`src/rtl/dinit_consts.svh`:
```
// Timing and encoding constants for the DDR3 init controller
`ifndef DINIT_CONSTS_SVH
`define DINIT_CONSTS_SVH
`define DINIT_CLK_NS          10
`define DINIT_T_RST_PWR_NS    200000
`define DINIT_T_RST_WARM_NS   100
`define DINIT_T_CKE_RST_NS    10
`define DINIT_T_RST_CKE_NS    500000
`define DINIT_T_CKSTAB_NS     10
`define DINIT_CKSTAB_MIN_CYC  5
`define DINIT_TXS_NS          170
`define DINIT_TXPR_MIN_CYC    5
`define DINIT_TMRD_CYC        4
`define DINIT_TMOD_CYC        12
`define DINIT_TDLLK_CYC       512
`define DINIT_TZQINIT_CYC     512
`define DINIT_CYC(ns)         ((((ns) + `DINIT_CLK_NS - 1) / `DINIT_CLK_NS))
`define DINIT_BA_MR0          3'h0
`define DINIT_BA_MR1          3'h1
`define DINIT_BA_MR2          3'h2
`define DINIT_BA_MR3          3'h3
`define DINIT_A_DLL_EN_BIT    0
`define DINIT_A_DLL_RST_BIT   8
`define DINIT_A_ZQ_LONG_BIT   10
`define DINIT_REG_CTRL        8'h00
`define DINIT_REG_STATUS      8'h04
`define DINIT_REG_MR0         8'h08
`define DINIT_REG_MR1         8'h0C
`define DINIT_REG_MR2         8'h10
`define DINIT_REG_MR3         8'h14
`define DINIT_REG_MRS         8'h18
`define DINIT_CTRL_START      0
`define DINIT_CTRL_WARM       1
`define DINIT_CTRL_ODT_HI     2
`define DINIT_ST_DONE         0
`define DINIT_ST_BUSY         1
`define DINIT_ST_MRS_BUSY     2
`endif

```
`src/rtl/dinit_pkg.sv`:
```
// Types shared by the DDR3 init controller
package dinit_pkg;
    // Command on RAS#/CAS#/WE# with CS#; active-low encodings
    typedef struct packed {
        logic cs_n;
        logic ras_n;
        logic cas_n;
        logic we_n;
    } dinit_cmd_t;

    localparam dinit_cmd_t DINIT_NOP  = '{cs_n: 1'b0, ras_n: 1'b1, cas_n: 1'b1, we_n: 1'b1};
    localparam dinit_cmd_t DINIT_MRS  = '{cs_n: 1'b0, ras_n: 1'b0, cas_n: 1'b0, we_n: 1'b0};
    localparam dinit_cmd_t DINIT_ZQCL = '{cs_n: 1'b0, ras_n: 1'b1, cas_n: 1'b1, we_n: 1'b0};

    typedef struct packed {
        logic       reset_n;
        logic       cke;
        logic       odt;
        dinit_cmd_t cmd;
        logic [2:0] ba;
        logic [14:0] addr;
    } dinit_pins_t;

    typedef struct packed {
        logic [31:0] addr;
        logic        valid;
    } dinit_ax_t;
endpackage

```
`src/rtl/dinit_timer.sv`:
```
// Down-counting wait timer; done is a level once the load has run out
module dinit_timer
    import dinit_pkg::*;
#(
    parameter int W = 20
) (
    input  wire logic         clk,
    input  wire logic         rst_n,
    input  wire logic         load,
    input  wire logic [W-1:0] value,
    output logic              done
);
    typedef struct packed {
        logic [W-1:0] cnt;
    } dinit_tmr_st_t;
    dinit_tmr_st_t s_q, s_d;

    always_comb begin
        s_d = s_q;
        if (load) begin
            s_d.cnt = value;
        end else if (s_q.cnt != '0) begin
            s_d.cnt = s_q.cnt - 1'b1;
        end
    end

    always_ff @(posedge clk or negedge rst_n) begin
        if (!rst_n) begin
            s_q <= '0;
        end else begin
            s_q <= s_d;
        end
    end

    assign done = (s_q.cnt == '0) && !load;

    property p_count_down;
        @(posedge clk) disable iff (!rst_n)
        (s_q.cnt != '0 && !load) |=> s_q.cnt == $past(s_q.cnt) - 1'b1;
    endproperty
    a_count_down: assert property (p_count_down)
        else $error("timer failed to count down");
endmodule

```
`src/rtl/dinit_axil.sv`:
```
// AXI4-Lite slave front end: one write and one read at a time
module dinit_axil
    import dinit_pkg::*;
(
    input  wire logic        clk,
    input  wire logic        rst_n,
    input  wire logic [7:0]  s_awaddr,
    input  wire logic        s_awvalid,
    output logic             s_awready,
    input  wire logic [31:0] s_wdata,
    input  wire logic [3:0]  s_wstrb,
    input  wire logic        s_wvalid,
    output logic             s_wready,
    output logic [1:0]       s_bresp,
    output logic             s_bvalid,
    input  wire logic        s_bready,
    input  wire logic [7:0]  s_araddr,
    input  wire logic        s_arvalid,
    output logic             s_arready,
    output logic [31:0]      s_rdata,
    output logic [1:0]       s_rresp,
    output logic             s_rvalid,
    input  wire logic        s_rready,
    output logic             wr_en,
    output logic [7:0]       wr_addr,
    output logic [31:0]      wr_data,
    output logic             rd_en,
    output logic [7:0]       rd_addr,
    input  wire logic [31:0] rd_data,
    input  wire logic        rd_ok,
    input  wire logic        wr_ok
);
    typedef struct packed {
        logic        aw_got;
        logic        w_got;
        logic [7:0]  awa;
        logic [31:0] wd;
        logic        bvalid;
        logic [1:0]  bresp;
        logic        rvalid;
        logic [31:0] rdata;
        logic [1:0]  rresp;
    } dinit_ax_st_t;
    dinit_ax_st_t s_q, s_d;

    always_comb begin
        s_d = s_q;
        if (s_awvalid && s_awready) begin
            s_d.aw_got = 1'b1;
            s_d.awa    = s_awaddr;
        end
        if (s_wvalid && s_wready) begin
            s_d.w_got = 1'b1;
            s_d.wd    = s_wdata;
        end
        if (s_q.aw_got && s_q.w_got) begin
            s_d.aw_got = 1'b0;
            s_d.w_got  = 1'b0;
            s_d.bvalid = 1'b1;
            s_d.bresp  = wr_ok ? 2'h0 : 2'h2;
        end
        if (s_q.bvalid && s_bready) begin
            s_d.bvalid = 1'b0;
        end
        if (s_arvalid && s_arready) begin
            s_d.rvalid = 1'b1;
            s_d.rdata  = rd_data;
            s_d.rresp  = rd_ok ? 2'h0 : 2'h2;
        end else if (s_q.rvalid && s_rready) begin
            s_d.rvalid = 1'b0;
        end
    end

    always_ff @(posedge clk or negedge rst_n) begin
        if (!rst_n) begin
            s_q <= '0;
        end else begin
            s_q <= s_d;
        end
    end

    assign s_awready = !s_q.aw_got && !s_q.bvalid;
    assign s_wready  = !s_q.w_got && !s_q.bvalid;
    assign s_bvalid  = s_q.bvalid;
    assign s_bresp   = s_q.bresp;
    assign s_arready = !s_q.rvalid;
    assign s_rvalid  = s_q.rvalid;
    assign s_rdata   = s_q.rdata;
    assign s_rresp   = s_q.rresp;
    assign wr_en     = s_q.aw_got && s_q.w_got;
    assign wr_addr   = s_q.awa;
    assign wr_data   = s_q.wd;
    assign rd_en     = s_arvalid && s_arready;
    assign rd_addr   = s_araddr;

    property p_b_after_w;
        @(posedge clk) disable iff (!rst_n)
        wr_en |=> s_bvalid;
    endproperty
    a_b_after_w: assert property (p_b_after_w) else $error("write response missing");
endmodule

```
`src/rtl/dinit_ctrl.sv`:
```
// DDR3 power-up / reset initialization and mode register controller
//
// The address map and the AXI4-Lite slave port were decided locally.
`include "dinit_consts.svh"
module dinit_ctrl
    import dinit_pkg::*;
#(
    parameter int T_RST_PWR_CYC = `DINIT_CYC(`DINIT_T_RST_PWR_NS),
    parameter int T_RST_CKE_CYC = `DINIT_CYC(`DINIT_T_RST_CKE_NS),
    parameter int TMRD_CYC      = `DINIT_TMRD_CYC,
    parameter int TMOD_CYC      = `DINIT_TMOD_CYC,
    parameter int TDLLK_CYC     = `DINIT_TDLLK_CYC,
    parameter int TZQINIT_CYC   = `DINIT_TZQINIT_CYC
) (
    input  wire logic        clk,
    input  wire logic        rst_n,
    input  wire logic [7:0]  s_awaddr,
    input  wire logic        s_awvalid,
    output logic             s_awready,
    input  wire logic [31:0] s_wdata,
    input  wire logic [3:0]  s_wstrb,
    input  wire logic        s_wvalid,
    output logic             s_wready,
    output logic [1:0]       s_bresp,
    output logic             s_bvalid,
    input  wire logic        s_bready,
    input  wire logic [7:0]  s_araddr,
    input  wire logic        s_arvalid,
    output logic             s_arready,
    output logic [31:0]      s_rdata,
    output logic [1:0]       s_rresp,
    output logic             s_rvalid,
    input  wire logic        s_rready,
    output logic             ck_en,
    output dinit_pkg::dinit_pins_t mem
);
    import dinit_pkg::*;

    localparam int TW        = 20;
    localparam int WARM_CYC  = `DINIT_CYC(`DINIT_T_RST_WARM_NS);
    localparam int CKE_RST   = `DINIT_CYC(`DINIT_T_CKE_RST_NS);
    localparam int CKSTAB    = (`DINIT_CYC(`DINIT_T_CKSTAB_NS) > `DINIT_CKSTAB_MIN_CYC) ?
                               `DINIT_CYC(`DINIT_T_CKSTAB_NS) : `DINIT_CKSTAB_MIN_CYC;
    localparam int TXPR_CYC  = (`DINIT_CYC(`DINIT_TXS_NS) > `DINIT_TXPR_MIN_CYC) ?
                               `DINIT_CYC(`DINIT_TXS_NS) : `DINIT_TXPR_MIN_CYC;
    localparam int TFIN_CYC  = (TDLLK_CYC > TZQINIT_CYC) ? TDLLK_CYC : TZQINIT_CYC;

    typedef enum logic [10:0] {
        ST_IDLE  = 11'h001,
        ST_RST   = 11'h002,
        ST_CKELO = 11'h004,
        ST_RWAIT = 11'h008,
        ST_CKSTB = 11'h010,
        ST_XPR   = 11'h020,
        ST_MRS   = 11'h040,
        ST_GAP   = 11'h080,
        ST_ZQ    = 11'h100,
        ST_FIN   = 11'h200,
        ST_READY = 11'h400
    } dinit_state_t;

    typedef struct packed {
        dinit_state_t st;
        dinit_pins_t  pin;
        logic [1:0]   idx;
        logic         warm;
        logic         odt_hi;
        logic         done;
        logic         rt_mrs;
        logic [2:0]   rt_ba;
        logic [14:0]  rt_a;
        logic [14:0] mr0, mr1, mr2, mr3;
        logic         ck_en;
        logic         tload;
        logic [TW-1:0] tval;
    } dinit_st_t;
    dinit_st_t s_q, s_d;

    logic        wr_en, rd_en, tdone;
    logic [7:0]  wr_addr, rd_addr;
    logic [31:0] wr_data, rd_data;
    logic        rd_ok, wr_ok;
    logic [2:0]  seq_ba;
    logic [14:0] seq_a;

    dinit_axil u_axil (
        .clk(clk), .rst_n(rst_n),
        .s_awaddr(s_awaddr), .s_awvalid(s_awvalid), .s_awready(s_awready),
        .s_wdata(s_wdata), .s_wstrb(s_wstrb), .s_wvalid(s_wvalid), .s_wready(s_wready),
        .s_bresp(s_bresp), .s_bvalid(s_bvalid), .s_bready(s_bready),
        .s_araddr(s_araddr), .s_arvalid(s_arvalid), .s_arready(s_arready),
        .s_rdata(s_rdata), .s_rresp(s_rresp), .s_rvalid(s_rvalid), .s_rready(s_rready),
        .wr_en(wr_en), .wr_addr(wr_addr), .wr_data(wr_data),
        .rd_en(rd_en), .rd_addr(rd_addr), .rd_data(rd_data),
        .rd_ok(rd_ok), .wr_ok(wr_ok)
    );

    // All waits share one timer; each init wait state loads it on entry
    dinit_timer #(.W(TW)) u_tmr (
        .clk(clk), .rst_n(rst_n),
        .load(s_q.tload), .value(s_q.tval), .done(tdone)
    );

    // Init order MR2, MR3, MR1, MR0
    always_comb begin
        unique case (s_q.idx)
            2'h0: begin
                seq_ba = `DINIT_BA_MR2;
                seq_a  = s_q.mr2;
            end
            2'h1: begin
                seq_ba = `DINIT_BA_MR3;
                seq_a  = s_q.mr3;
            end
            2'h2: begin
                seq_ba = `DINIT_BA_MR1;
                seq_a  = s_q.mr1 & ~(15'h1 << `DINIT_A_DLL_EN_BIT);
            end
            2'h3: begin
                seq_ba = `DINIT_BA_MR0;
                // Reserved A13/A14 forced low, DLL reset requested
                seq_a  = (s_q.mr0 & 15'h1FFF) | (15'h1 << `DINIT_A_DLL_RST_BIT);
            end
        endcase
    end

    always_comb begin
        wr_ok = (wr_addr <= `DINIT_REG_MRS) && (wr_addr[1:0] == 2'h0);
        rd_ok = (rd_addr <= `DINIT_REG_MRS) && (rd_addr[1:0] == 2'h0);
        rd_data = 32'h0;
        unique case (rd_addr)
            `DINIT_REG_CTRL:   rd_data = {29'h0, s_q.odt_hi, s_q.warm, 1'b0};
            `DINIT_REG_STATUS: rd_data = {29'h0, s_q.rt_mrs, !s_q.st[0] && !s_q.done,
                                          s_q.done};
            `DINIT_REG_MR0:    rd_data = {17'h0, s_q.mr0};
            `DINIT_REG_MR1:    rd_data = {17'h0, s_q.mr1};
            `DINIT_REG_MR2:    rd_data = {17'h0, s_q.mr2};
            `DINIT_REG_MR3:    rd_data = {17'h0, s_q.mr3};
            default:           rd_data = 32'h0;
        endcase
    end

    always_comb begin
        s_d = s_q;
        s_d.tload   = 1'b0;
        s_d.pin.cmd = DINIT_NOP; // Idle slots carry NOP only
        s_d.pin.ba  = 3'h0;
        s_d.pin.addr = 15'h0;
        if (wr_en) begin
            unique case (wr_addr)
                `DINIT_REG_MR0: s_d.mr0 = wr_data[14:0];
                `DINIT_REG_MR1: s_d.mr1 = wr_data[14:0];
                `DINIT_REG_MR2: s_d.mr2 = wr_data[14:0];
                `DINIT_REG_MR3: s_d.mr3 = wr_data[14:0];
                `DINIT_REG_MRS: begin
                    // Full register value each time
                    s_d.rt_mrs = 1'b1;
                    s_d.rt_ba  = {1'b0, wr_data[17:16]};
                    s_d.rt_a   = wr_data[14:0];
                end
                `DINIT_REG_CTRL: begin
                    s_d.warm   = wr_data[`DINIT_CTRL_WARM];
                    s_d.odt_hi = wr_data[`DINIT_CTRL_ODT_HI];
                    if (wr_data[`DINIT_CTRL_START] && (s_q.st inside {ST_IDLE, ST_READY})) begin
                        s_d.st          = ST_RST;
                        s_d.done        = 1'b0;
                        s_d.pin.reset_n = 1'b0;
                        s_d.pin.cke     = 1'b0;
                        s_d.pin.odt     = 1'b0;
                        s_d.tload       = 1'b1;
                        // Warm reset needs only 100 ns
                        s_d.tval = TW'(wr_data[`DINIT_CTRL_WARM] ? WARM_CYC : T_RST_PWR_CYC);
                    end
                end
                default: ;
            endcase
        end
        unique case (s_q.st)
            ST_IDLE: ;
            ST_RST: begin
                if (tdone) begin
                    s_d.st    = ST_CKELO;
                    s_d.tload = 1'b1;
                    s_d.tval  = TW'(CKE_RST);
                end
            end
            ST_CKELO: begin
                // CKE has been low since reset entry
                if (tdone) begin
                    s_d.pin.reset_n = 1'b1;
                    s_d.st          = ST_RWAIT;
                    s_d.tload       = 1'b1;
                    s_d.tval        = TW'(T_RST_CKE_CYC);
                end
            end
            ST_RWAIT: begin
                if (tdone) begin
                    s_d.ck_en = 1'b1;
                    s_d.st    = ST_CKSTB;
                    s_d.tload = 1'b1;
                    s_d.tval  = TW'(CKSTAB);
                end
            end
            ST_CKSTB: begin
                // NOP already on pins from the cycle before
                if (tdone) begin
                    s_d.pin.cke = 1'b1;
                    s_d.pin.odt = s_q.odt_hi;
                    s_d.st      = ST_XPR;
                    s_d.idx     = 2'h0;
                    s_d.tload   = 1'b1;
                    s_d.tval    = TW'(TXPR_CYC);
                end
            end
            ST_XPR, ST_GAP: begin
                if (tdone) begin
                    s_d.st = ST_MRS;
                end
            end
            ST_MRS: begin
                s_d.pin.cmd  = DINIT_MRS;
                s_d.pin.ba   = seq_ba;
                s_d.pin.addr = seq_a;
                s_d.tload    = 1'b1;
                if (s_q.idx == 2'h3) begin
                    s_d.st   = ST_ZQ;
                    s_d.tval = TW'(TMOD_CYC);
                end else begin
                    s_d.st   = ST_GAP;
                    s_d.idx  = s_q.idx + 2'h1;
                    s_d.tval = TW'(TMRD_CYC);
                end
            end
            ST_ZQ: begin
                if (tdone) begin
                    s_d.pin.cmd  = DINIT_ZQCL;
                    s_d.pin.addr = 15'h1 << `DINIT_A_ZQ_LONG_BIT;
                    s_d.st       = ST_FIN;
                    s_d.tload    = 1'b1;
                    s_d.tval     = TW'(TFIN_CYC);
                end
            end
            ST_FIN: begin
                if (tdone) begin
                    s_d.st   = ST_READY;
                    s_d.done = 1'b1;
                end
            end
            ST_READY: begin
                // Memory idle here; CKE high; one spacing wait covers tMRD and tMOD
                if (s_q.rt_mrs && tdone && !wr_en && s_q.pin.odt) begin
                    // Termination must be off before the load, not with it
                    s_d.pin.odt = 1'b0;
                    s_d.tload   = 1'b1;
                    s_d.tval    = TW'(TMRD_CYC);
                end else if (s_q.rt_mrs && tdone && !wr_en) begin
                    s_d.rt_mrs   = 1'b0;
                    s_d.pin.odt  = 1'b0;
                    s_d.pin.cmd  = DINIT_MRS;
                    s_d.pin.ba   = s_q.rt_ba;
                    s_d.pin.addr = s_q.rt_a;
                    s_d.tload    = 1'b1;
                    s_d.tval     = TW'(TMOD_CYC);
                end else if (tdone && !s_q.tload && !wr_en) begin
                    s_d.pin.odt = s_q.odt_hi;
                end
            end
        endcase
    end

    always_ff @(posedge clk or negedge rst_n) begin
        if (!rst_n) begin
            s_q          <= '0;
            s_q.st       <= ST_IDLE;
            s_q.pin.cmd  <= DINIT_NOP;
        end else begin
            s_q <= s_d;
        end
    end

    assign mem   = s_q.pin;
    assign ck_en = s_q.ck_en;

    property p_cke_stays;
        @(posedge clk) disable iff (!rst_n)
        (s_q.pin.cke && s_q.st != ST_READY && s_q.st != ST_IDLE && s_q.st != ST_RST)
            |=> s_q.pin.cke;
    endproperty
    a_cke_stays: assert property (p_cke_stays) else $error("CKE dropped in init");

    property p_cke_before_reset;
        @(posedge clk) disable iff (!rst_n)
        $rose(s_q.pin.reset_n) |-> !s_q.pin.cke && $past(!s_q.pin.cke);
    endproperty
    a_cke_before_reset: assert property (p_cke_before_reset)
        else $error("CKE not low before reset release");

    property p_no_cke_soon;
        @(posedge clk) disable iff (!rst_n)
        $rose(s_q.pin.reset_n) |-> !s_q.pin.cke [*8];
    endproperty
    a_no_cke_soon: assert property (p_no_cke_soon) else $error("CKE raised early");

    property p_odt_static;
        @(posedge clk) disable iff (!rst_n)
        (s_q.st inside {ST_XPR, ST_MRS, ST_GAP, ST_ZQ, ST_FIN}) && $past(s_q.pin.cke)
            |-> $stable(s_q.pin.odt);
    endproperty
    a_odt_static: assert property (p_odt_static) else $error("ODT moved in init");

    property p_odt_mrs;
        @(posedge clk) disable iff (!rst_n)
        (s_q.pin.cmd == DINIT_MRS && s_q.st == ST_READY) |-> !s_q.pin.odt && $past(!s_q.pin.odt);
    endproperty
    a_odt_mrs: assert property (p_odt_mrs) else $error("ODT high at MRS");

    property p_mrd;
        @(posedge clk) disable iff (!rst_n)
        (s_q.pin.cmd == DINIT_MRS) |=> (s_q.pin.cmd != DINIT_MRS) [*3];
    endproperty
    a_mrd: assert property (p_mrd) else $error("MRS spacing short");

    property p_mr0_dll;
        @(posedge clk) disable iff (!rst_n)
        (s_q.pin.cmd == DINIT_MRS && s_q.st == ST_ZQ)
            |-> s_q.pin.ba == `DINIT_BA_MR0 && s_q.pin.addr[8] && s_q.pin.addr[14:13] == 2'h0;
    endproperty
    a_mr0_dll: assert property (p_mr0_dll) else $error("MR0 load malformed");

    property p_mr1_dll;
        @(posedge clk) disable iff (!rst_n)
        (s_q.pin.cmd == DINIT_MRS && s_q.pin.ba == `DINIT_BA_MR1 && s_q.st != ST_READY)
            |-> !s_q.pin.addr[0];
    endproperty
    a_mr1_dll: assert property (p_mr1_dll) else $error("MR1 DLL not enabled");

    property p_mod;
        @(posedge clk) disable iff (!rst_n)
        (s_q.pin.cmd == DINIT_MRS) |=> (s_q.pin.cmd != DINIT_ZQCL) [*8];
    endproperty
    a_mod: assert property (p_mod) else $error("command inside tMOD");

    c_init_done: cover property (@(posedge clk) disable iff (!rst_n) $rose(s_q.done));
    c_warm:      cover property (@(posedge clk) disable iff (!rst_n) s_q.warm && $rose(s_q.done));
    c_rt_mrs:    cover property (@(posedge clk) disable iff (!rst_n)
                     s_q.st == ST_READY && s_q.pin.cmd == DINIT_MRS);
endmodule

```
`config.mk`:
```
export PLATFORM = sky130hd
export DESIGN_NAME = dinit_ctrl
export DESIGN_NICKNAME = d
export VERILOG_FILES = /design/src/rtl/dinit_pkg.sv /design/src/rtl/dinit_timer.sv /design/src/rtl/dinit_axil.sv /design/src/rtl/dinit_ctrl.sv
export VERILOG_INCLUDE_DIRS = /design/src /design/src/rtl
export SDC_FILE = /design/constraint.sdc
export NUM_CORES = 1
export LEC_CHECK = 0
export ABC_AREA = 0
export BUFFER_PORTS_ARGS = -buffer_cell sky130_fd_sc_hd__buf_2
export CAP_MARGIN = 5
export CORE_UTILIZATION = 40
export DETAILED_ROUTE_END_ITERATION = 6
export SLEW_MARGIN = 0
export SYNTH_ARGS = -nofsm -noshare
export SYNTH_HDL_FRONTEND = slang
export SYNTH_HIERARCHICAL = 1
export SYNTH_SLANG_ARGS = --single-unit
```
`constraint.sdc`:
```
create_clock -name clk -period 3.5 [get_ports clk]
set_input_delay 0.875 -clock clk [delete_from_list [all_inputs] [get_ports clk]]
set_output_delay 0.875 -clock clk [all_outputs]
set_load 0.02 [all_outputs]
```
# ---- Yosys cells after proc, flatten, opt, wreduce, memory -nomap -nowiden
# Cells that the tools add are included.
# W data, S select, Z words.
dict set report word_totals {
  register_bits 227
  elab_cells 182
}
dict set report classes {
  add_sub_neg 2
  magnitude_cmp 2
  n_eq_ne 26
  mux 69
  reduce_logical 49
}
# operator count
set ops {}
lappend ops {{$mux W21} 12}
lappend ops {{$pmux W21 S7} 1}
lappend ops {{$pmux W15 S6} 1}
lappend ops {{$pmux W11 S8} 1}
lappend ops {{$mux W80} 1}
lappend ops {{$mux W11} 7}
lappend ops {{$mux W15} 5}
lappend ops {{$pmux W15 S4} 1}
lappend ops {{$pmux W15 S3} 1}
lappend ops {{$mux W14} 3}
lappend ops {{$eq A8 B5 Y1 const B} 5}
lappend ops {{$mux W20} 2}
lappend ops {{$eq A8 B4 Y1 const B} 4}
lappend ops {{$logic_not A20 Y1} 1}
lappend ops {{$reduce_bool A20 Y1} 1}
lappend ops {{$sub A20 B1 Y20 const B} 1}
lappend ops {{$mux W19} 1}
lappend ops {{$logic_and A1 B1 Y1} 18}
lappend ops {{$mux W1} 18}
lappend ops {{$le A8 B5 Y1 const B} 2}
lappend ops {{$logic_not A8 Y1} 2}
lappend ops {{$reduce_and A2 Y1} 7}
lappend ops {{$reduce_bool A2 Y1} 7}
lappend ops {{$mux W12} 1}
lappend ops {{29 further kinds} 45}

# ---- Logic depth before layout (Yosys ltp)
# Gate-level depths: netlist of the first run.
dict set report depth {
  depth_word 10
  ltp_mapped 11
  depth_no_buf 9
}

# ---- Hierarchy
# The synthesis of the first run kept the hierarchy.
# module instances cells_each area_each_um2 seq_area_each_um2
set modules_own_cells {}
lappend modules_own_cells {dinit_ctrl 1 629 7076.8 3457.1}
lappend modules_own_cells {dinit_axil 1 260 3588.4 1951.9}
lappend modules_own_cells {dinit_timer 1 136 1296.2 500.5}

# ---- Least setup slack after synthesis of the first run
# No wires, ideal clock.
dict set report synth_timing {
  path_kind {register to register}
  startpoint {reg u_tmr/s_q[0] in the netlist's numbering}
  endpoint {reg s_q, in the netlist mem[10]}
  setup_ps 66
  arrival_time_ps 2682
  required_time_ps 3434
  path_slack_ps 752
  stages_incl_launch_ff 11
  period_less_slack_ps 2748
  cell_sequence {dfrtp_1 inv_1 ha_1 or3b_2 nor4_4 buf_4 inv_1 or3_1 nor4_2 buf_2 a221o_1}
}
# element line_no
set synth_rtl {}
lappend synth_rtl {{start: declaration} dinit_timer.sv:16} ;# dinit_tmr_st_t s_q, s_d;
lappend synth_rtl {{start signal: assignment} dinit_timer.sv:29} ;# s_q <= '0;
lappend synth_rtl {{start signal: assignment} dinit_timer.sv:31} ;# s_q <= s_d;
lappend synth_rtl {{end: declaration} dinit_ctrl.sv:77} ;# dinit_st_t s_q, s_d;

==> results of run 1 <==
final timing paths:
check                               endpoint  cells past startpoint
max                                   s_q[3]                     11
min                             u_tmr/s_q[5]                      1
max reg2reg                           s_q[3]                     11
min reg2reg                          mem[23]                      2
max in group asynchronous  u_axil/wr_data[8]                      2
min in group clk                     mem[23]                      2
per-layer routing:
layer  vias to the layer above  part of all wire (%)  global-route usage, %  wire length, microns
li1                       3474                     -                      -                     -
met1                      3766                    49                   26.6                 12600
met2                       217                    43                   27.7                 11100
met3                        28                   5.8                   3.44                  1480
met4                         0                   1.4                   4.27                   346
met5                         -                     0                      0                     0
area by class of cell:
cell class	count	area (sq um)	share of cell area, %
well taps	378	473	3.82
clock inverters	7	75.1	0.607
clock buffers	38	756	6.11
diodes	1	2.50	0.0202
repair buffers	127	733	5.92
inverters	26	97.6	0.789
multi-input cells	600	4700	38.0
flip-flops and latches	221	5530	44.7
worst reg2reg max path: stages (launching register included):
cell	delay, ps
dfrtp_1	410
inv_1	110
ha_1	170
or3b_2	470
nor4_4	250
inv_1	80
buf_4	220
nor3_1	360
nor2_2	110
o22ai_2	120
buf_4	250
a22oi_1	100
power breakdown:
part	internal (mW)	switching (mW)	total, mW
combinational	0.487	0.432	0.919
sequential	2.95	0.421	3.37
clock	1.56	1.06	2.63
total	5.00	1.92	6.92
placed cells by master (no fill, tap or decap), drive strengths merged, types with 8 or more instances in the layout:
cell type / n
conb: 21
nor4b: 8
a22oi: 35
nand3: 14
a21oi: 34
a222oi: 11
buf: 127
mux2: 136
nor2: 40
a22o: 15
nor3: 15
clkbuf: 38
o21ai: 36
nand2: 68
dfrtp: 218
xor2: 14
o21a: 8
nor4: 20
nand4: 15
inv: 27
nor3b: 13
registers in the layout, indices dropped and copies added (netlist names):
signal	count
mem	22
u_tmr/s_q	20
u_axil/s_rresp	1
s_q	115
u_axil/wr_addr	8
u_axil/s_rdata	32
u_axil/s_q	2
u_axil/s_bvalid	1
u_axil/s_rvalid	1
u_axil/wr_data	17
u_axil/s_bresp	1
ck_en	1
==> impl_metrics.py, run 1 <==
metrics = {
    "timing": {
        "setup_slack_ps": 708,
        "fin_crit_ps": 2790,
        "worst_pin_slew_ps": 855,
        "fin_worst_skew_ps": 11.4,
        "hold_ws_ps": 328,
        "drv_slew": 0,
        "relSlewSlack_pct": 43.0,
        "setup_viol_count_final": 0,
        "hold_viol_final": 0,
        "setup_tns_ps": 0,
        "fin_crit_sh_pct": 79.8,
        "rsz0062_at_grt": "no",
        "fmax_mhz": 358,
    },
    "global_route": {
        "grt_pass1_wl_microns": 41500,
        "overflow": 0,
        "gr-usage-all-layers_pct": 18.2,
        "grt_pass1_vias": 7414,
        "grt_max_degree": 87,
        "grt_antenna_before_repair": 1,
    },
    "placed_design": {
        "placedCellCount": 1352,
        "dp_slack_ps": 719,
        "io_buffers": 102,
        "place_congestion": 0.859,
        "hpwl_microns": 16300,
        "place_area_sq_mm": 0.0115,
    },
    "drt": {
        "dr.pass1.iters": 5,
        "drt_iter0_markers": 579,
        "wire_per_inst_microns": 18.3,
        "vias": 7485,
        "ant_nets": 0,
        "drc": 0,
        "routed_wl_microns": 25500,
        "via_per_inst": 5.35,
    },
    "synth": {
        "netlist_area_sq_mm": 0.0113,
        "ys_warn_count": 6,
        "syn_area_per_cell_sq_um": 11.5,
        "postSynthCellCount": 979,
    },
    "setup_path": {
        "r2r_setup_slack_ps": 710,
        "crit_buf_inv": 4,
        "cp-end-kind": "register",
        "crit_required_ps": 3900,
        "critical_path.max_stage_delay_ps": 470,
        "cp.arrival_ps": 3190,
        "cp_top_family": "simple AND/OR/NAND/NOR gates",
        "reg2reg_from": "u_tmr/s_q[0]",
        "crit_chain": "inv_1 -> ha_1 -> or3b_2 -> nor4_4 -> inv_1 -> buf_4 -> nor3_1 -> nor2_2 -> o22ai_2 -> buf_4 -> a22oi_1",
        "crit_path_start": "u_tmr/s_q[0]",
        "crit_slowest_cell": "or3b_2",
        "criticalPathCategory": "register to register",
        "cp-start-kind": "register",
        "crit_fanout": 20,
    },
    "run_status": {
        "outcome": "finished clean",
    },
    "hold_path": {
        "hold_path_class": "primary input to async pin",
    },
    "clock_network": {
        "cts_setup_buffers": 0,
        "hold_buffers": 0,
        "clk_pin_slew_ps": 60,
        "clockBufferDepth": 3,
        "ctsResizeCount": 0,
        "cts.sinks": 221,
        "clock_latency_ps": 530,
        "cts_tree": "yes",
        "h-tree-depth": 1,
        "cts_buffers": 26,
        "clock-root-buffer": "clkbuf_16",
    },
    "floorplanning": {
        "die_x_microns": 170,
        "ioPinCount": 126,
        "die_y_microns": 170,
        "rows": 61,
        "die_area_sq_mm": 0.0289,
        "core_sq_mm": 0.0278,
        "initial_utilization_pct": 40.7,
    },
    "pwr": {
        "ir_drop_mv": 0.431,
        "p_leak_nw": 6.02,
        "power_density_mw_per_mm2": 559,
        "p_total_mw": 6.92,
    },
    "final_layout": {
        "fin_nets": 1067,
        "stdcell_area_sq_mm": 0.0124,
        "instances_no_fill": 1398,
        "drive_gt1_share_pct": 33.5,
        "fin_util_pct": 44.5,
        "nFillCells": 2662,
        "area_growth_pct": 9.58,
    },
    "run": {
        "cap_violations": 0,
    },
}
Power figures use the tool's default switching activity.
==> run 2: changes to the inputs <==
==> constraint.sdc (replaced) <==
create_clock -name clk -period 2.8 [get_ports clk]
set_input_delay 0.7 -clock clk [delete_from_list [all_inputs] [get_ports clk]]
set_output_delay 0.7 -clock clk [all_outputs]
set_load 0.02 [all_outputs]
==> impl_metrics.py, run 2 (synthesized netlist as in run 1, its figures left out) <==
metrics = {
    "run_status": {
        "outcome": "finished clean",
    },
    "timing": {
        "fin_crit_ps": 2640,
        "setup_slack_ps": 155,
        "fmax_mhz": 378,
        "drv_slew": 0,
        "setup_tns_ps": 0,
        "worst_pin_slew_ps": 836,
        "hold_ws_ps": 179,
        "fin_crit_sh_pct": 94.5,
        "fin_worst_skew_ps": 10.4,
        "rsz0062_at_grt": "no",
        "setup_viol_count_final": 0,
        "relSlewSlack_pct": 44.3,
        "hold_viol_final": 0,
    },
    "global_route": {
        "grt_pass1_wl_microns": 40400,
        "grt_pass1_vias": 7205,
        "grt_max_degree": 77,
        "grt_antenna_before_repair": 1,
        "gr-usage-all-layers_pct": 17.6,
        "overflow": 0,
    },
    "clock_network": {
        "clk_pin_slew_ps": 60,
        "clock-root-buffer": "clkbuf_16",
        "cts_tree": "yes",
        "hold_buffers": 0,
        "clock_latency_ps": 520,
        "clockBufferDepth": 3,
        "h-tree-depth": 1,
        "cts_buffers": 25,
        "cts.sinks": 221,
    },
    "drt": {
        "routed_wl_microns": 25300,
        "ant_nets": 0,
        "drt_iter0_markers": 541,
        "dr.pass1.iters": 5,
        "drc": 0,
        "via_per_inst": 5.33,
        "vias": 7510,
        "wire_per_inst_microns": 17.9,
    },
    "final_layout": {
        "largest_register_ffs": 115,
        "top_register": "s_q",
        "fin_nets": 1078,
        "n_antenna_cell": 0,
        "instances_no_fill": 1409,
        "final_cell_mix": "dfrtp_1, mux2_2, buf_2, nand2_1, nor2_1",
        "area_growth_pct": 11.3,
        "drive_gt1_share_pct": 34.9,
        "layout_commonest_cell": "dfrtp_1",
    },
    "run": {
        "cap_violations": 0,
    },
    "floorplanning": {
        "rows": 61,
        "die_area_sq_mm": 0.0289,
        "ioPinCount": 126,
        "initial_utilization_pct": 40.7,
        "die_y_microns": 170,
        "core_sq_mm": 0.0278,
        "die_x_microns": 170,
    },
    "setup_path": {
        "cp-end-kind": "register",
        "cp_top_family": "simple AND/OR/NAND/NOR gates",
        "cp-start-kind": "register",
        "cp.arrival_ps": 3100,
        "critical_path.max_stage_delay_ps": 480,
        "crit_chain": "inv_1 -> ha_1 -> or3b_2 -> nor4_4 -> inv_1 -> or3_1 -> nor4_4 -> buf_12 -> a22o_1",
        "crit_slowest_cell": "or3b_2",
        "crit_required_ps": 3250,
        "crit_buf_inv": 3,
        "crit_fanout": 20,
        "criticalPathCategory": "register to register",
    },
    "placed_design": {
        "place_congestion": 0.846,
        "dp_slack_ps": 142,
        "io_buffers": 102,
        "hpwl_microns": 16700,
        "placedCellCount": 1364,
    },
    "hold_path": {
        "hold_path_class": "primary input to async pin",
    },
    "pwr": {
        "p_leak_nw": 6.12,
        "ir_drop_mv": 0.581,
        "power_density_mw_per_mm2": 691,
        "p_total_mw": 8.69,
    },
}
==> run 2: metrics by stage <==
step / instance area, sq um / util [%]
final: 12600 / 45.3
after global routing: 12600 / 45.3
after CTS: 12600 / 45.2
after detailed placement: 11700 / 42.1
after global placement: 11700 / 42.1
after floorplan: 11400 / -
==> run 2: timing repair <==
item                                    in CTS  in global routing
endpoints found under the setup margin       0                  5
setup buffers                                0                  0
gates resized for setup                      0                  1
==> run 2: worst paths after layout <==
kind                              start  cells after the start         endpoint  slack, ps
hold reg to reg                   ck_en                      1            ck_en        470
setup / recovery           u_tmr/s_q[1]                      9          mem[12]        160
max in group asynchronous         rst_n                      2         s_q[131]       1860
min in group clk               s_bready                      2  u_axil/s_bvalid        350
setup reg to reg           u_tmr/s_q[1]                      9          mem[12]        160
hold / removal                    rst_n                      1     u_tmr/s_q[5]        180
==> run 2: cell type report <==
| class | count | area [sq um] |
|---|---|---|
| multi-input cells | 600 | 4710 |
| clock inverters | 12 | 124 |
| clock buffers | 33 | 736 |
| well taps | 378 | 473 |
| fillers | 2620 | 15200 |
| inverters | 26 | 97.6 |
| flip-flops and latches | 221 | 5530 |
| repair buffers | 139 | 898 |
==> run 2: metal layers <==
metal	share of wire [%]	track usage, %
met5	0	0
met3	6.1	3.26
met4	1.9	4.00
met1	49	26.2
met2	43	26.4
==> run 2: power breakdown <==
group	leakage [nW]	switching, mW	internal (mW)
clock	0.430	1.30	2.03
combinational	2.73	0.544	0.618
sequential	2.96	0.515	3.68
total	6.12	2.35	6.33
==> run 3: changes to the inputs <==
--- a/config.mk
+++ b/config.mk
@@ -7,10 +7,13 @@
 export NUM_CORES = 1
 export LEC_CHECK = 0
 export ABC_AREA = 0
+export ABC_CLOCK_PERIOD_IN_PS = 2800
 export BUFFER_PORTS_ARGS = -buffer_cell sky130_fd_sc_hd__buf_2
 export CAP_MARGIN = 5
-export CORE_UTILIZATION = 40
+export CORE_UTILIZATION = 60
 export DETAILED_ROUTE_END_ITERATION = 6
+export PLACE_DENSITY = 0.81
+export RECOVER_POWER = 100
 export SLEW_MARGIN = 0
 export SYNTH_ARGS = -nofsm -noshare
 export SYNTH_HDL_FRONTEND = slang
==> impl_metrics.py, run 3 (synthesized netlist as in run 1, its figures left out) <==
metrics = {
    "timing": {
        "worst_pin_slew_ps": 1340,
        "fin_crit_sh_pct": 96.2,
        "fmax_mhz": 371,
        "setup_tns_ps": 0,
        "fin_crit_ps": 2690,
        "rsz0062_at_grt": "no",
        "hold_viol_final": 0,
        "fin_worst_skew_ps": 12.5,
        "relSlewSlack_pct": 10.4,
        "setup_viol_count_final": 0,
        "drv_slew": 0,
        "setup_slack_ps": 106,
    },
    "drt": {
        "vias": 7806,
        "ant_nets": 0,
        "via_per_inst": 6.21,
        "drt_iter0_markers": 719,
        "routed_wl_microns": 25100,
        "dr.pass1.iters": 7,
        "drc": 16,
        "wire_per_inst_microns": 20.0,
    },
    "final_layout": {
        "largest_register_ffs": 115,
        "area_growth_pct": 6.70,
        "n_antenna_cell": 0,
        "drive_gt1_share_pct": 26.5,
        "nFillCells": 1357,
        "top_register": "s_q",
        "fin_nets": 1075,
        "layout_commonest_cell": "dfrtp_1",
        "final_cell_mix": "dfrtp_1, mux2_2, clkbuf_1, nand2_1, nor2_1",
    },
    "placed_design": {
        "hpwl_microns": 16100,
        "dp_slack_ps": 106,
        "place_congestion": 0.879,
        "io_buffers": 102,
    },
    "clock_network": {
        "clk_pin_slew_ps": 60,
        "clock-root-buffer": "clkbuf_16",
        "hold_buffers": 0,
        "ctsResizeCount": 0,
        "cts_buffers": 24,
        "cts_tree": "yes",
        "h-tree-depth": 1,
        "cts_setup_buffers": 0,
        "clockBufferDepth": 3,
        "cts.sinks": 221,
        "clock_latency_ps": 510,
    },
    "floorplanning": {
        "initial_utilization_pct": 62.0,
        "die_x_microns": 139,
        "die_area_sq_mm": 0.0194,
        "rows": 49,
        "core_sq_mm": 0.0182,
        "ioPinCount": 126,
        "die_y_microns": 139,
    },
    "global_route": {
        "grt_max_degree": 56,
        "overflow": 0,
        "gr-usage-all-layers_pct": 26.5,
        "grt_pass1_wl_microns": 40900,
        "grt_pass1_vias": 7885,
        "grt_antenna_before_repair": 0,
    },
    "pwr": {
        "p_leak_nw": 5.78,
        "ir_drop_mv": 0.625,
        "power_density_mw_per_mm2": 703,
    },
    "hold_path": {
        "hold_path_class": "primary input to register",
    },
    "run_status": {
        "violations": "DRC",
        "outcome": "complete, but fails checks",
    },
    "setup_path": {
        "criticalPathCategory": "register to register",
        "cp-start-kind": "register",
        "cp.arrival_ps": 3130,
        "crit_fanout": 20,
        "cp-end-kind": "register",
        "r2r_setup_slack_ps": 110,
        "crit_required_ps": 3240,
    },
    "run": {
        "cap_violations": 0,
    },
}
==> run 3: cell count changes in the layout (fill, tap and decap cells not counted), sizes merged <==
cell    before  now
clkbuf      33  115
bufinv       2    1
clkinv       9    5
buf        139   59
==> run 3: area by class of cell <==
cell class | count | area, sq um | area share, %
Multi-Input combinational cell | 600 | 4650 | 38.6
Clock inverter | 7 | 62.6 | 0.519
Tap cell | 229 | 287 | 2.38
Inverter | 26 | 97.6 | 0.810
Timing Repair Buffer | 137 | 691 | 5.73
Clock buffer | 37 | 731 | 6.06
Sequential cell | 221 | 5530 | 45.9
==> run 3: worst max-delay path: stages (launching register included) <==
cell	delay (ps)
dfrtp_1	400
inv_1	100
ha_1	160
or3b_2	480
nor4_4	290
inv_1	130
or3_1	400
nor4_4	280
buf_12	220
a22o_1	170
==> run 3: where the power goes <==
part / internal, mW / switching [mW]
combinational: 0.574 / 0.551
clock: 1.88 / 1.25
sequential: 3.68 / 0.535
total: 6.14 / 2.33
==> run 3: final timing paths <==
kind / start / endpoint / cells after the start
max: u_tmr/s_q[1] / mem[3] / 9
min: s_bready / u_axil/s_bvalid / 2
max reg2reg: u_tmr/s_q[1] / mem[3] / 9
max in group asynchronous: rst_n / mem[5] / 2
min reg2reg: ck_en / ck_en / 1
min in group asynchronous: rst_n / s_q[134] / 1
==> run 3: through the flow <==
| step | hold slack (ps) | std cells | area, sq um | util, % | power, mW |
|---|---|---|---|---|---|
| after CTS | 117 | 1257 | 12300 | 67.5 | 8.59 |
| after floorplan | 404 | 998 | 11400 | - | 5.33 |
| after detailed placement | 455 | 1213 | 11500 | 63.1 | 5.43 |
| after global placement | 450 | 1213 | 11500 | 63.1 | 5.34 |
| final | 369 | 1257 | 12100 | 66.2 | 8.47 |
| after global routing | 360 | 1257 | 12100 | 66.2 | 8.82 |
==> run 3: layer usage <==
| layer | up-vias | wire (microns) | GRT usage [%] |
|---|---|---|---|
| li1 | 3498 | - | - |
| met1 | 3881 | 11000 | 36.7 |
| met2 | 372 | 11500 | 42.2 |
| met3 | 55 | 1920 | 5.04 |
| met4 | 0 | 645 | 9.12 |
| met5 | - | 0 | 0 |
